<file path="src/hdl/por_seq_pkg.sv">
// Purpose: Constants and types for the power-on / watchdog reset sequencer
// Assumes: 10 MHz system clock, RC oscillators arrive as plain inputs
// Notes:   Timing counts are in RC oscillator periods unless named _CYCLES
// Contract
// - After power-up the core stays in reset for the power-on delay plus 18 clocks, then fetches from 000C hex.
// - The power-on delay lasts at least 12 ms and at most 100 ms.
// - The power-on delay is timed by its own RC oscillator, not by the system clock.
// - Power becoming good, stop-mode recovery, watchdog timeout or secondary watchdog timeout restart the delay.
// - The watchdog is a retriggerable one-shot that resets the whole device at terminal count.
// - The watchdog is idle until the first refresh instruction, and each later refresh restarts its count.
// - The watchdog counter is driven by an RC oscillator.
// - The watchdog timeout is at least 10 ms from the last restart.
// - The low 12 program bytes hold six 16-bit vectors, high byte first, so reset entry lies just above.
// - With the permanent-watchdog option the watchdog starts on leaving reset and runs in halt and stop.
package por_seq_pkg;

  // ==========================================================================
  // Timing
  localparam int unsigned SYS_CLK_HZ        = 10_000_000;
  localparam int unsigned RC_OSC_HZ         = 10_000;
  localparam int unsigned POR_MIN_MS        = 12;
  localparam int unsigned POR_MAX_MS        = 100;
  localparam int unsigned WDT_MIN_MS        = 10;
  localparam int unsigned POST_DELAY_CYCLES = 18;
  // Least times round up, plus one period: the first RC edge may follow a restart at once
  localparam int unsigned POR_TICKS = (POR_MIN_MS * RC_OSC_HZ + 999) / 1000 + 1;
  localparam int unsigned WDT_TICKS = (WDT_MIN_MS * RC_OSC_HZ + 999) / 1000 + 1;
  localparam int unsigned POR_TICKS_MAX = (POR_MAX_MS * RC_OSC_HZ) / 1000;

  // ==========================================================================
  // Program memory layout
  localparam int unsigned VECTOR_COUNT = 6;
  localparam int unsigned VECTOR_BYTES = 2;
  localparam logic [15:0] RESET_ENTRY  = 16'h000c;

  // ==========================================================================
  // Sequencer states, Gray along power-up path
  typedef enum logic [1:0] {
    ST_POR  = 2'b00,
    ST_POST = 2'b01,
    ST_RUN  = 2'b11
  } seq_state_t;

  // High byte of vector idx; low byte follows at +1
  function automatic logic [15:0] vector_addr(input int unsigned idx);
    vector_addr = 16'(idx * VECTOR_BYTES);
  endfunction : vector_addr

endpackage : por_seq_pkg

</file>
<file path="src/hdl/por_watchdog_reset_sequencer.sv">
// Purpose: Power-on delay, watchdog and core reset release sequencing
// Assumes: RC oscillator and power-good pins are asynchronous to sys_clk_i
// Notes:   RC oscillator rate must stay well below sys_clk_i/4
module por_watchdog_reset_sequencer #(
  parameter int unsigned POR_TICKS_P = por_seq_pkg::POR_TICKS,
  parameter int unsigned WDT_TICKS_P = por_seq_pkg::WDT_TICKS,
  parameter int unsigned CNT_W       = 16
) (
  input  wire logic        sys_clk_i,
  input  wire logic        rst_n_i,
  input  wire logic        por_osc_i,
  input  wire logic        wdt_osc_i,
  input  wire logic        power_good_i,
  input  wire logic        secondary_watchdog_i,
  input  wire logic        stop_recovery_i,
  input  wire logic        watchdog_refresh_instruction_i,
  input  wire logic        halt_mode_i,
  input  wire logic        stop_mode_i,
  input  wire logic        perm_wdt_opt_i,
  output logic             core_rst_n_o,
  output logic             ctrl_reg_load_o,
  output logic             fetch_start_o,
  output logic [15:0]      fetch_addr_o,
  output logic             wdt_active_o,
  output logic             wdt_timeout_o,
  output por_seq_pkg::seq_state_t seq_state_o
);
  import por_seq_pkg::*;

  // ==========================================================================
  // Input synchronisers
  // Bits: 0 por osc, 1 wdt osc, 2 power good, 3 secondary watchdog
  logic [3:0] sync1_q;
  logic [3:0] sync2_q;
  logic [3:0] sync3_q;
  wire  [3:0] async_in = {secondary_watchdog_i, power_good_i, wdt_osc_i, por_osc_i};

  always_ff @(posedge sys_clk_i or negedge rst_n_i) begin
    if (!rst_n_i) begin
      sync1_q <= 4'h0;
      sync2_q <= 4'h0;
      sync3_q <= 4'h0;
    end else begin
      sync1_q <= async_in;
      sync2_q <= sync1_q;
      sync3_q <= sync2_q;
    end
  end

  wire por_tick   = sync2_q[0] & ~sync3_q[0];
  wire wdt_tick   = sync2_q[1] & ~sync3_q[1];
  wire power_ok   = sync2_q[2];
  wire power_rise = sync2_q[2] & ~sync3_q[2];
  wire sec_rise   = sync2_q[3] & ~sync3_q[3];

  // ==========================================================================
  // Sequencer
  seq_state_t       state_q;
  seq_state_t       state_d;
  logic [CNT_W-1:0] por_cnt_q;
  logic [4:0]       post_cnt_q;
  logic             perm_q;
  logic             wdt_en_q;
  logic [CNT_W-1:0] wdt_cnt_q;

  wire por_done  = por_tick && (por_cnt_q == CNT_W'(POR_TICKS_P - 1));
  wire post_done = post_cnt_q == 5'(POST_DELAY_CYCLES - 1);
  wire wdt_run   = wdt_en_q && (perm_q || !(halt_mode_i || stop_mode_i));
  wire wdt_hit   = wdt_run && wdt_tick && (wdt_cnt_q == CNT_W'(WDT_TICKS_P - 1));
  // Any restart source sends the core back through the full delay
  wire restart   = power_rise || stop_recovery_i || wdt_hit || sec_rise;
  wire release_core = (state_q == ST_POST) && post_done;

  always_comb begin
    state_d = state_q;
    case (state_q)
      ST_POR:  if (por_done && power_ok) state_d = ST_POST;
      ST_POST: if (release_core) state_d = ST_RUN;
      ST_RUN:  state_d = ST_RUN;
      default: state_d = ST_POR;
    endcase
    if (restart || !power_ok) begin
      state_d = ST_POR;
    end
  end

  always_ff @(posedge sys_clk_i or negedge rst_n_i) begin
    if (!rst_n_i) begin
      state_q <= ST_POR;
    end else begin
      state_q <= state_d;
    end
  end

  // Delay counts RC periods only, so sys clock drift cannot shorten it
  always_ff @(posedge sys_clk_i or negedge rst_n_i) begin
    if (!rst_n_i) begin
      por_cnt_q <= '0;
    end else if (state_q != ST_POR || restart || !power_ok) begin
      por_cnt_q <= '0;
    end else if (por_tick && !por_done) begin
      por_cnt_q <= por_cnt_q + CNT_W'(1);
    end
  end

  always_ff @(posedge sys_clk_i or negedge rst_n_i) begin
    if (!rst_n_i) begin
      post_cnt_q <= 5'h00;
    end else if (state_q != ST_POST) begin
      post_cnt_q <= 5'h00;
    end else if (!post_done) begin
      post_cnt_q <= post_cnt_q + 5'h01;
    end
  end

  // Option strap caught while in ST_POR, not in ST_POST, never under reset
  always_ff @(posedge sys_clk_i or negedge rst_n_i) begin
    if (!rst_n_i) begin
      perm_q <= 1'b0;
    end else if (state_q == ST_POR) begin
      perm_q <= perm_wdt_opt_i;
    end
  end

  // ==========================================================================
  // Watchdog
  always_ff @(posedge sys_clk_i or negedge rst_n_i) begin
    if (!rst_n_i) begin
      wdt_en_q <= 1'b0;
    end else if (restart || state_q == ST_POR) begin
      wdt_en_q <= 1'b0;
    end else if (release_core && perm_q) begin
      wdt_en_q <= 1'b1;
    end else if (state_q == ST_RUN && watchdog_refresh_instruction_i) begin
      wdt_en_q <= 1'b1;
    end
  end

  always_ff @(posedge sys_clk_i or negedge rst_n_i) begin
    if (!rst_n_i) begin
      wdt_cnt_q <= '0;
    end else if (!wdt_en_q || restart || state_q == ST_POR || watchdog_refresh_instruction_i) begin
      wdt_cnt_q <= '0;
    end else if (wdt_run && wdt_tick) begin
      wdt_cnt_q <= wdt_cnt_q + CNT_W'(1);
    end
  end

  // ==========================================================================
  // Outputs
  logic fetch_q;
  logic timeout_q;

  always_ff @(posedge sys_clk_i or negedge rst_n_i) begin
    if (!rst_n_i) begin
      fetch_q   <= 1'b0;
      timeout_q <= 1'b0;
    end else begin
      fetch_q   <= release_core && !restart && power_ok;
      timeout_q <= wdt_hit;
    end
  end

  assign core_rst_n_o    = (state_q == ST_RUN);
  assign ctrl_reg_load_o = (state_q != ST_RUN);
  assign fetch_start_o   = fetch_q;
  assign fetch_addr_o    = vector_addr(VECTOR_COUNT);
  assign wdt_active_o    = wdt_en_q;
  assign wdt_timeout_o   = timeout_q;
  assign seq_state_o     = state_q;

  // ==========================================================================
  // Checks
  chk_core_held: assert property (@(posedge sys_clk_i) disable iff (!rst_n_i)
    (restart || !power_ok) |=> (!core_rst_n_o && ctrl_reg_load_o))
    else $error("core not held while sequencing");

  chk_por_max: assert property (@(posedge sys_clk_i) disable iff (!rst_n_i)
    por_cnt_q <= CNT_W'(POR_TICKS_P - 1))
    else $error("power-on delay overran its count");

  chk_post_len: assert property (@(posedge sys_clk_i) disable iff (!rst_n_i)
    $rose(core_rst_n_o) |-> ($past(post_cnt_q) == 5'd17) && $past(state_q) == ST_POST)
    else $error("core released without 18 post cycles");

  chk_fetch_entry: assert property (@(posedge sys_clk_i) disable iff (!rst_n_i)
    fetch_start_o |-> (fetch_addr_o == 16'h000c) && core_rst_n_o)
    else $error("fetch not at reset entry");

  chk_por_length: assert property (@(posedge sys_clk_i) disable iff (!rst_n_i)
    (state_q == ST_POR ##1 state_q == ST_POST) |-> $past(por_cnt_q, 2) == CNT_W'(POR_TICKS_P - 1))
    else $error("power-on delay cut short");

  chk_por_restart: assert property (@(posedge sys_clk_i) disable iff (!rst_n_i)
    (stop_recovery_i || sec_rise || wdt_hit) |=> (state_q == ST_POR && por_cnt_q == '0))
    else $error("restart source did not restart delay");

  chk_wdt_idle: assert property (@(posedge sys_clk_i) disable iff (!rst_n_i)
    !wdt_en_q |-> wdt_cnt_q == '0)
    else $error("watchdog counting while idle");

  // Timeout pulse lands in the first cycle enable reads low, so also require enable low one cycle back
  chk_wdt_quiet: assert property (@(posedge sys_clk_i) disable iff (!rst_n_i)
    (!wdt_en_q && !$past(wdt_en_q)) |-> !wdt_timeout_o)
    else $error("timeout while watchdog idle");

  chk_wdt_pause: assert property (@(posedge sys_clk_i) disable iff (!rst_n_i)
    (wdt_en_q && !perm_q && halt_mode_i && state_q == ST_RUN && !restart
      && !watchdog_refresh_instruction_i) |=> $stable(wdt_cnt_q))
    else $error("watchdog counted in halt without option");

  chk_wdt_refresh: assert property (@(posedge sys_clk_i) disable iff (!rst_n_i)
    (watchdog_refresh_instruction_i && state_q == ST_RUN && !restart && power_ok)
      |=> (wdt_en_q && wdt_cnt_q == '0))
    else $error("refresh did not restart watchdog");

  chk_wdt_reset: assert property (@(posedge sys_clk_i) disable iff (!rst_n_i)
    wdt_hit |=> (!core_rst_n_o && wdt_timeout_o) ##1 !wdt_timeout_o)
    else $error("watchdog timeout did not reset core");

  chk_perm_start: assert property (@(posedge sys_clk_i) disable iff (!rst_n_i)
    (release_core && perm_q && !restart && power_ok) |=> wdt_en_q)
    else $error("permanent watchdog not started");

endmodule : por_watchdog_reset_sequencer

</file>
<file path="config.mk">
export PLATFORM = sky130hd
export DESIGN_NAME = por_watchdog_reset_sequencer
export DESIGN_NICKNAME = d
export VERILOG_FILES = /design/src/hdl/por_seq_pkg.sv /design/src/hdl/por_watchdog_reset_sequencer.sv
export SDC_FILE = /design/constraint.sdc
export NUM_CORES = 1
export LEC_CHECK = 0
export BUFFER_PORTS_ARGS = -buffer_cell sky130_fd_sc_hd__buf_2
export CORE_UTILIZATION = 35
export DETAILED_ROUTE_END_ITERATION = 7
export SLEW_MARGIN = 20
export SYNTH_ARGS = -nofsm -noshare
export SYNTH_HDL_FRONTEND = slang
export SYNTH_SLANG_ARGS = --single-unit
</file>
<file path="constraint.sdc">
create_clock -name sys_clk_i -period 2.33 [get_ports sys_clk_i]
set_clock_uncertainty 0.05 [all_clocks]
set_input_delay 0.466 -clock sys_clk_i [delete_from_list [all_inputs] [get_ports sys_clk_i]]
set_output_delay 0.466 -clock sys_clk_i [all_outputs]
set_load 0.01 [all_outputs]
</file>
Yosys cells after proc, flatten, opt, wreduce, memory -nomap -nowiden
Index checks and enable logic that the tools add are counted.
{"block": "classes", "addsub": 3, "n_eq_ne": 10, "muxes": 13, "n_bitwise": 8, "n_reduce_logical": 34}
{"operator": "$mux W16", "n": 4}
{"operator": "$add A16 B1 Y16 const B", "n": 2}
{"operator": "$eq A16 B7 Y1 const B", "n": 2}
{"operator": "$logic_or A1 B1 Y1", "n": 12}
{"operator": "$logic_and A1 B1 Y1", "n": 11}
{"operator": "$mux W5", "n": 2}
{"operator": "$mux W2", "n": 3}
{"operator": "$pmux W2 S3", "n": 1}
{"operator": "$reduce_bool A2 Y1", "n": 3}
{"operator": "$add A5 B1 Y5 const B", "n": 1}
{"operator": "$eq A5 B5 Y1 const B", "n": 1}
{"operator": "$logic_not A1 Y1", "n": 5}
{"operator": "$and A1 B1 Y1", "n": 4}
{"operator": "$ne A2 B1 Y1 const B", "n": 2}
{"operator": "$not A1 Y1", "n": 4}
{"operator": "$mux W1", "n": 3}
{"operator": "$ne A3 B2 Y1 const B", "n": 1}
{"operator": "$ne A3 B3 Y1 const B", "n": 1}
{"operator": "$reduce_bool A3 Y1", "n": 1}
{"operator": "$eq A2 B1 Y1 const B", "n": 1}
{"operator": "$eq A2 B2 Y1 const B", "n": 1}
{"operator": "$logic_not A2 Y1", "n": 1}
{"operator": "$ne A2 B2 Y1 const B", "n": 1}
{"operator": "$reduce_and A2 Y1", "n": 1}
{"block": "totals", "ff_bits": 55, "in_bits": 11, "out_inout_bits": 23, "elab_cells": 79}

Longest topological paths before layout
{"block": "depth", "depth_word": 12, "mapped_depth": 7, "depth_no_buf": 6}

Least setup slack after synthesis
No wires, ideal clock.
{"block": "synth_path", "path_kind": "input -> register", "from": "input stop_mode_i", "to": "register wdt_cnt_q[11]", "setup_time_ps": 87, "arrival_time_ps": 1896, "t_required_ps": 2193, "setup_slack_ps": 297, "stages": 5, "n_path_buf": 1, "cell_sequence": "o21ba_4 > or4_1 > buf_2 > or3_1 > a211oi_2"}
{"block": "synth_between", "elab_chain_len": 12, "elab_cells_between_ends": 13, "classes_between": "mux (1); reduce/logical (12)"}
{"element": "start: declaration", "line_no": "por_watchdog_reset_sequencer.sv:18", "rtl": "input wire logic stop_mode_i,"}
{"element": "$logic_or A1 B1 Y1 *", "line_no": "por_watchdog_reset_sequencer.sv:68", "rtl": "wire wdt_run = wdt_en_q && (perm_q || !(halt_mode_i || stop_mode_i));"}
{"element": "$logic_not A1 Y1 *", "line_no": "por_watchdog_reset_sequencer.sv:68"}
{"element": "$logic_or A1 B1 Y1 *", "line_no": "por_watchdog_reset_sequencer.sv:68"}
{"element": "$logic_and A1 B1 Y1 *", "line_no": "por_watchdog_reset_sequencer.sv:68"}
{"element": "$logic_and A1 B1 Y1 *", "line_no": "por_watchdog_reset_sequencer.sv:69, por_watchdog_reset_sequencer.sv:144"}
{"element": "$logic_and A1 B1 Y1", "line_no": "por_watchdog_reset_sequencer.sv:69", "rtl": "wire wdt_hit = wdt_run && wdt_tick && (wdt_cnt_q == CNT_W'(WDT_TICKS_P - 1));"}
{"element": "$logic_or A1 B1 Y1 (2 in a row)", "line_no": "por_watchdog_reset_sequencer.sv:71", "rtl": "wire restart = power_rise || stop_recovery_i || wdt_hit || sec_rise;"}
{"element": "$logic_or A1 B1 Y1 (3 in a row)", "line_no": "por_watchdog_reset_sequencer.sv:142", "rtl": "end else if (!wdt_en_q || restart || state_q == ST_POR || watchdog_refresh_instruction_i) begin"}
{"element": "$mux W16 / $reduce_bool A2 Y1 (equally long branches)"}
{"element": "end signal: assignment", "line_no": "por_watchdog_reset_sequencer.sv:145", "rtl": "wdt_cnt_q <= wdt_cnt_q + CNT_W'(1);"}
{"element": "end: declaration", "line_no": "por_watchdog_reset_sequencer.sv:64", "rtl": "logic [CNT_W-1:0] wdt_cnt_q;"}
Mark *: on every way between the ends. The rest lies on a longest branch, timed or not.
A chain may end at the register's enable or synchronous reset.

Worst setup path in the final report
{"block": "layout_path", "from": "register wdt_en_q, in the netlist wdt_active_o", "to": "register wdt_cnt_q[9]"}
{"block": "layout_between", "elab_chain_len": 9, "elab_cells_between_ends": 11, "classes_between": "mux (1); reduce/logical (10)"}
{"element": "start: declaration", "line_no": "por_watchdog_reset_sequencer.sv:63", "rtl": "logic wdt_en_q;"}
{"element": "start signal: assignment", "line_no": "por_watchdog_reset_sequencer.sv:129", "rtl": "wdt_en_q <= 1'b0;"}
{"element": "start signal: assignment", "line_no": "por_watchdog_reset_sequencer.sv:131", "rtl": "wdt_en_q <= 1'b0;"}
{"element": "start signal: assignment", "line_no": "por_watchdog_reset_sequencer.sv:133", "rtl": "wdt_en_q <= 1'b1;"}
{"element": "$logic_and A1 B1 Y1", "line_no": "por_watchdog_reset_sequencer.sv:68"}
{"element": "$logic_and A1 B1 Y1", "line_no": "por_watchdog_reset_sequencer.sv:69, por_watchdog_reset_sequencer.sv:144"}
{"element": "$logic_and A1 B1 Y1", "line_no": "por_watchdog_reset_sequencer.sv:69"}
{"element": "$logic_or A1 B1 Y1 (2 in a row)", "line_no": "por_watchdog_reset_sequencer.sv:71"}
{"element": "$logic_or A1 B1 Y1 (3 in a row)", "line_no": "por_watchdog_reset_sequencer.sv:142"}
{"element": "$mux W16 / $reduce_bool A2 Y1 (equally long branches)"}
Several ways; a longest one is shown, not always the timed one.

==> results.yml <==
clock_network:
  clock_path_buffers: 2
  cts_sinks: 55
  cts_repair_resize_count: 0
  cts_tree: "yes"
  clk_pin_slew_ps: 100
  worstSkewPairLatency_ps: 300
  htree_levels: 2
  post_cts_buffers: 0
  hold_buffers: 0
  numCtsBuffers: 5
  root_buffer: "clkbuf_8"
cells_and_area:
  post-route-util: 0.394
  syn2layout_area_growth_pct: 9.25
  antennaDiodeCount: 0
  fin_area_mm2: 0.00303
  nFillCells: 771
  final_layout_size_suffix_gt1_frac: 0.137
  nets: 315
placed_design:
  portBuffers: 17
  gp_congestion: 0.805
  pre_cts_ws_ps: 53.3
  dp_hpwl_um: 3750
  placed_area_mm2: 0.00294
global_route:
  use_met3: 0.0251
  gr-usage-met2: 0.223
  grt_usage: 0.134
  grt_pass1_wl_um: 8930
  grt_max_degree: 25
  antenna_found_initial: 0
  grt.busiest_layer: "met2"
  grt_pass1_vias: 1912
  gr-total-overflow: 0
  use_met1: 0.176
timing:
  period_share: 0.901
  finalMaxSlewViolations: 0
  worst_slack_ps: 230
  finalSetupTns_ps: 0
  rsz0062_at_grt: "no"
  timing.slew.headroom: 0.653
  hold_slack_ps: 68.5
  worst_slew_pin_slew_ps: 520
  setup_viol: 0
  hold_violations: 0
  period_minus_slack_ps: 2100
  clock.fmax_mhz: 476
setup_path:
  slowest_stage: "or4_1"
  r2r_cells: 4
  path_delay_family: "simple AND/OR/NAND/NOR gates"
  cp-end-kind: "register"
  worst-path-buf-inv: 0
  r2r_slack_ps: 230
  max_stage_delay_ps: 690
  critPathArrivalTime_ps: 2280
  critPathKind: "reg2reg"
  rr_startpoint: "wdt_active_o"
  path_cells: "nand3b_1 -> or4_1 -> or3_1 -> a211oi_2"
  cp_data_required_time_ps: 2510
  cp-start-kind: "register"
  cp_max_fo: 9
  timing.rr.end: "wdt_cnt_q[9]"
yosys:
  synthDistinctLibCells: 40
  syn_inst: 278
  ys_seq_area_frac: 0.496
  syn-mean-instance-area_um2: 9.97
  synth_edf_count: 0
  ys_ff_latch: 55
  synthArstFlopShare: 1.00
  yosysTopAreaCell: "dfrtp_1"
  synth_top_flop_cell: "dfrtp_1"
  synth_warnings: 0
  synth_area_leaders: "dfrtp_1 (50%), xnor2_1 (4.4%), buf_4 (4.3%)"
  yosys.area.top_type_share: 0.496
  synthesis.area_mm2: 0.00277
die:
  dieHeight_um: 91.0
  coreArea_mm2: 0.00769
  num_rows: 32
  start_util: 0.361
  io_pins: 34
  design.die.area_mm2: 0.00828
  chipWidth_um: 91.0
power_and_ir_drop:
  p_leak_nw: 1.20
  p_per_area_mw_per_mm2: 522
  vdd_ir_drop_max_uv: 349
route:
  route.detailed.drc: 0
  vias: 2015
  routed_via_density: 5.02
  antenna_left: 0
  drtIter0Drc: 91
  totalWireLength_um: 5200
  dr.pass1.iters: 4
  wl_per_cell_um: 13.0
status:
  outcome: "complete, no violations"
hold_path:
  hold_path_class: "in2async"
flow_run:
  maxCapViolCount: 0
[flip-flops by register name, summed over array words and instances, names as in the netlist]
| register | flops |
|---|---|
| sync1_q | 4 |
| por_cnt_q | 16 |
| fetch_start_o | 1 |
| seq_state_o | 2 |
| post_cnt_q | 5 |
| wdt_cnt_q | 16 |
| perm_q | 1 |
| wdt_timeout_o | 1 |
| sync2_q | 4 |
| sync3_q | 4 |
| wdt_active_o | 1 |
[layout make-up]
cell class	instances	area, µm²	share of cell area
multi-input cells	198	1240	0.409
inverters	13	48.8	0.0161
clock buffers	5	68.8	0.0227
flip-flops and latches	55	1380	0.454
well taps	102	128	0.0421
clock inverters	3	23.8	0.00785
repair buffers	25	145	0.0479
[through the flow]
| stage | cells | total power, mW |
|---|---|---|
| global placement | 393 | 1.07 |
| finish | 401 | 1.58 |
| floorplan | 292 | 1.04 |
| global route | 401 | 1.65 |
| detailed placement | 393 | 1.07 |
| CTS | 401 | 1.61 |
[kinds of logic (layout without fill, tap and decap cells)]
family / Yosys count / after routing / synth area share
adders and majority gates: 6 / 6 / 0.0271
other: 2 / 16 / 0.00271
xor gates and xnor gates: 19 / 19 / 0.0600
DFF: 55 / 55 / 0.496
buffers and inverters: 39 / 46 / 0.0758
and+or+nand+nor: 113 / 113 / 0.231
AOI/OAI and AO/OA: 42 / 42 / 0.0988
muxes: 2 / 2 / 0.00767
[per-layer routing]
layer | part of all wire | up-vias
met3 | 0.021 | 5
met2 | 0.46 | 35
met5 | 0 | -
met4 | 0.015 | 0
met1 | 0.50 | 973
li1 | - | 1002
[synth_stat cells, types with 4 or more instances]
cell type and count:
or3_1 14, nand4_1 9, o21ai_0 17, ha_1 6, nand3_1 13, a21oi_1 12
xor2_1 5, nor3_1 17, a211oi_2 4, xnor2_1 14, inv_1 13, clkbuf_1 7
or4_1 6, dfrtp_1 55, nand2_1 12, a211oi_1 4, nor4_1 8, nor2_1 15
buf_4 16
[how the worst max path moves through the flow]
stage	depth (start not counted)	slack [ps]	start	endpoint
3_5_place_dp	5	50	stop_mode_i	wdt_cnt_q[9]
2_1_floorplan	5	300	stop_mode_i	wdt_cnt_q[11]
6_report	4	230	wdt_active_o	wdt_cnt_q[9]
4_1_cts	6	210	por_cnt_q[0]	por_cnt_q[1]
3_3_place_gp	5	110	stop_mode_i	wdt_cnt_q[9]
5_1_grt	6	80	por_cnt_q[0]	por_cnt_q[1]
[cells in the final DEF, fill, tap and decap left out, types with 2 or more instances in the layout]
| cell type | n |
|---|---|
| o21ai_0 | 16 |
| or3_1 | 14 |
| inv_1 | 13 |
| xnor2_1 | 14 |
| and3_1 | 2 |
| buf_2 | 17 |
| or4_1 | 6 |
| nand2_1 | 12 |
| a21oi_1 | 12 |
| nand2b_1 | 3 |
| and4_1 | 2 |
| nor2_1 | 15 |
| buf_4 | 8 |
| nor4bb_1 | 2 |
| clkinvlp_4 | 2 |
| nand3_1 | 13 |
| a211oi_1 | 4 |
| nor4_1 | 8 |
| nor3_1 | 17 |
| xor2_1 | 5 |
| a211oi_2 | 4 |
| ha_1 | 6 |
| nor4b_1 | 3 |
| nand4_1 | 9 |
| conb_1 | 16 |
| clkbuf_8 | 5 |
| dfrtp_1 | 55 |
[power by group]
part | leakage [nW] | internal [mW] | total [mW] | switching, mW
registers | 0.738 | 0.966 | 0.971 | 0.00580
clock network | 0.0408 | 0.216 | 0.536 | 0.320
logic | 0.420 | 0.0205 | 0.0744 | 0.0540
total | 1.20 | 1.20 | 1.58 | 0.380
[worst reg2reg max path: stages, from the launching register on]
cell	delay (ps)
dfrtp_1	480
nand3b_1	170
or4_1	690
or3_1	410
a211oi_2	220
(Power assumes the default switching activity.)
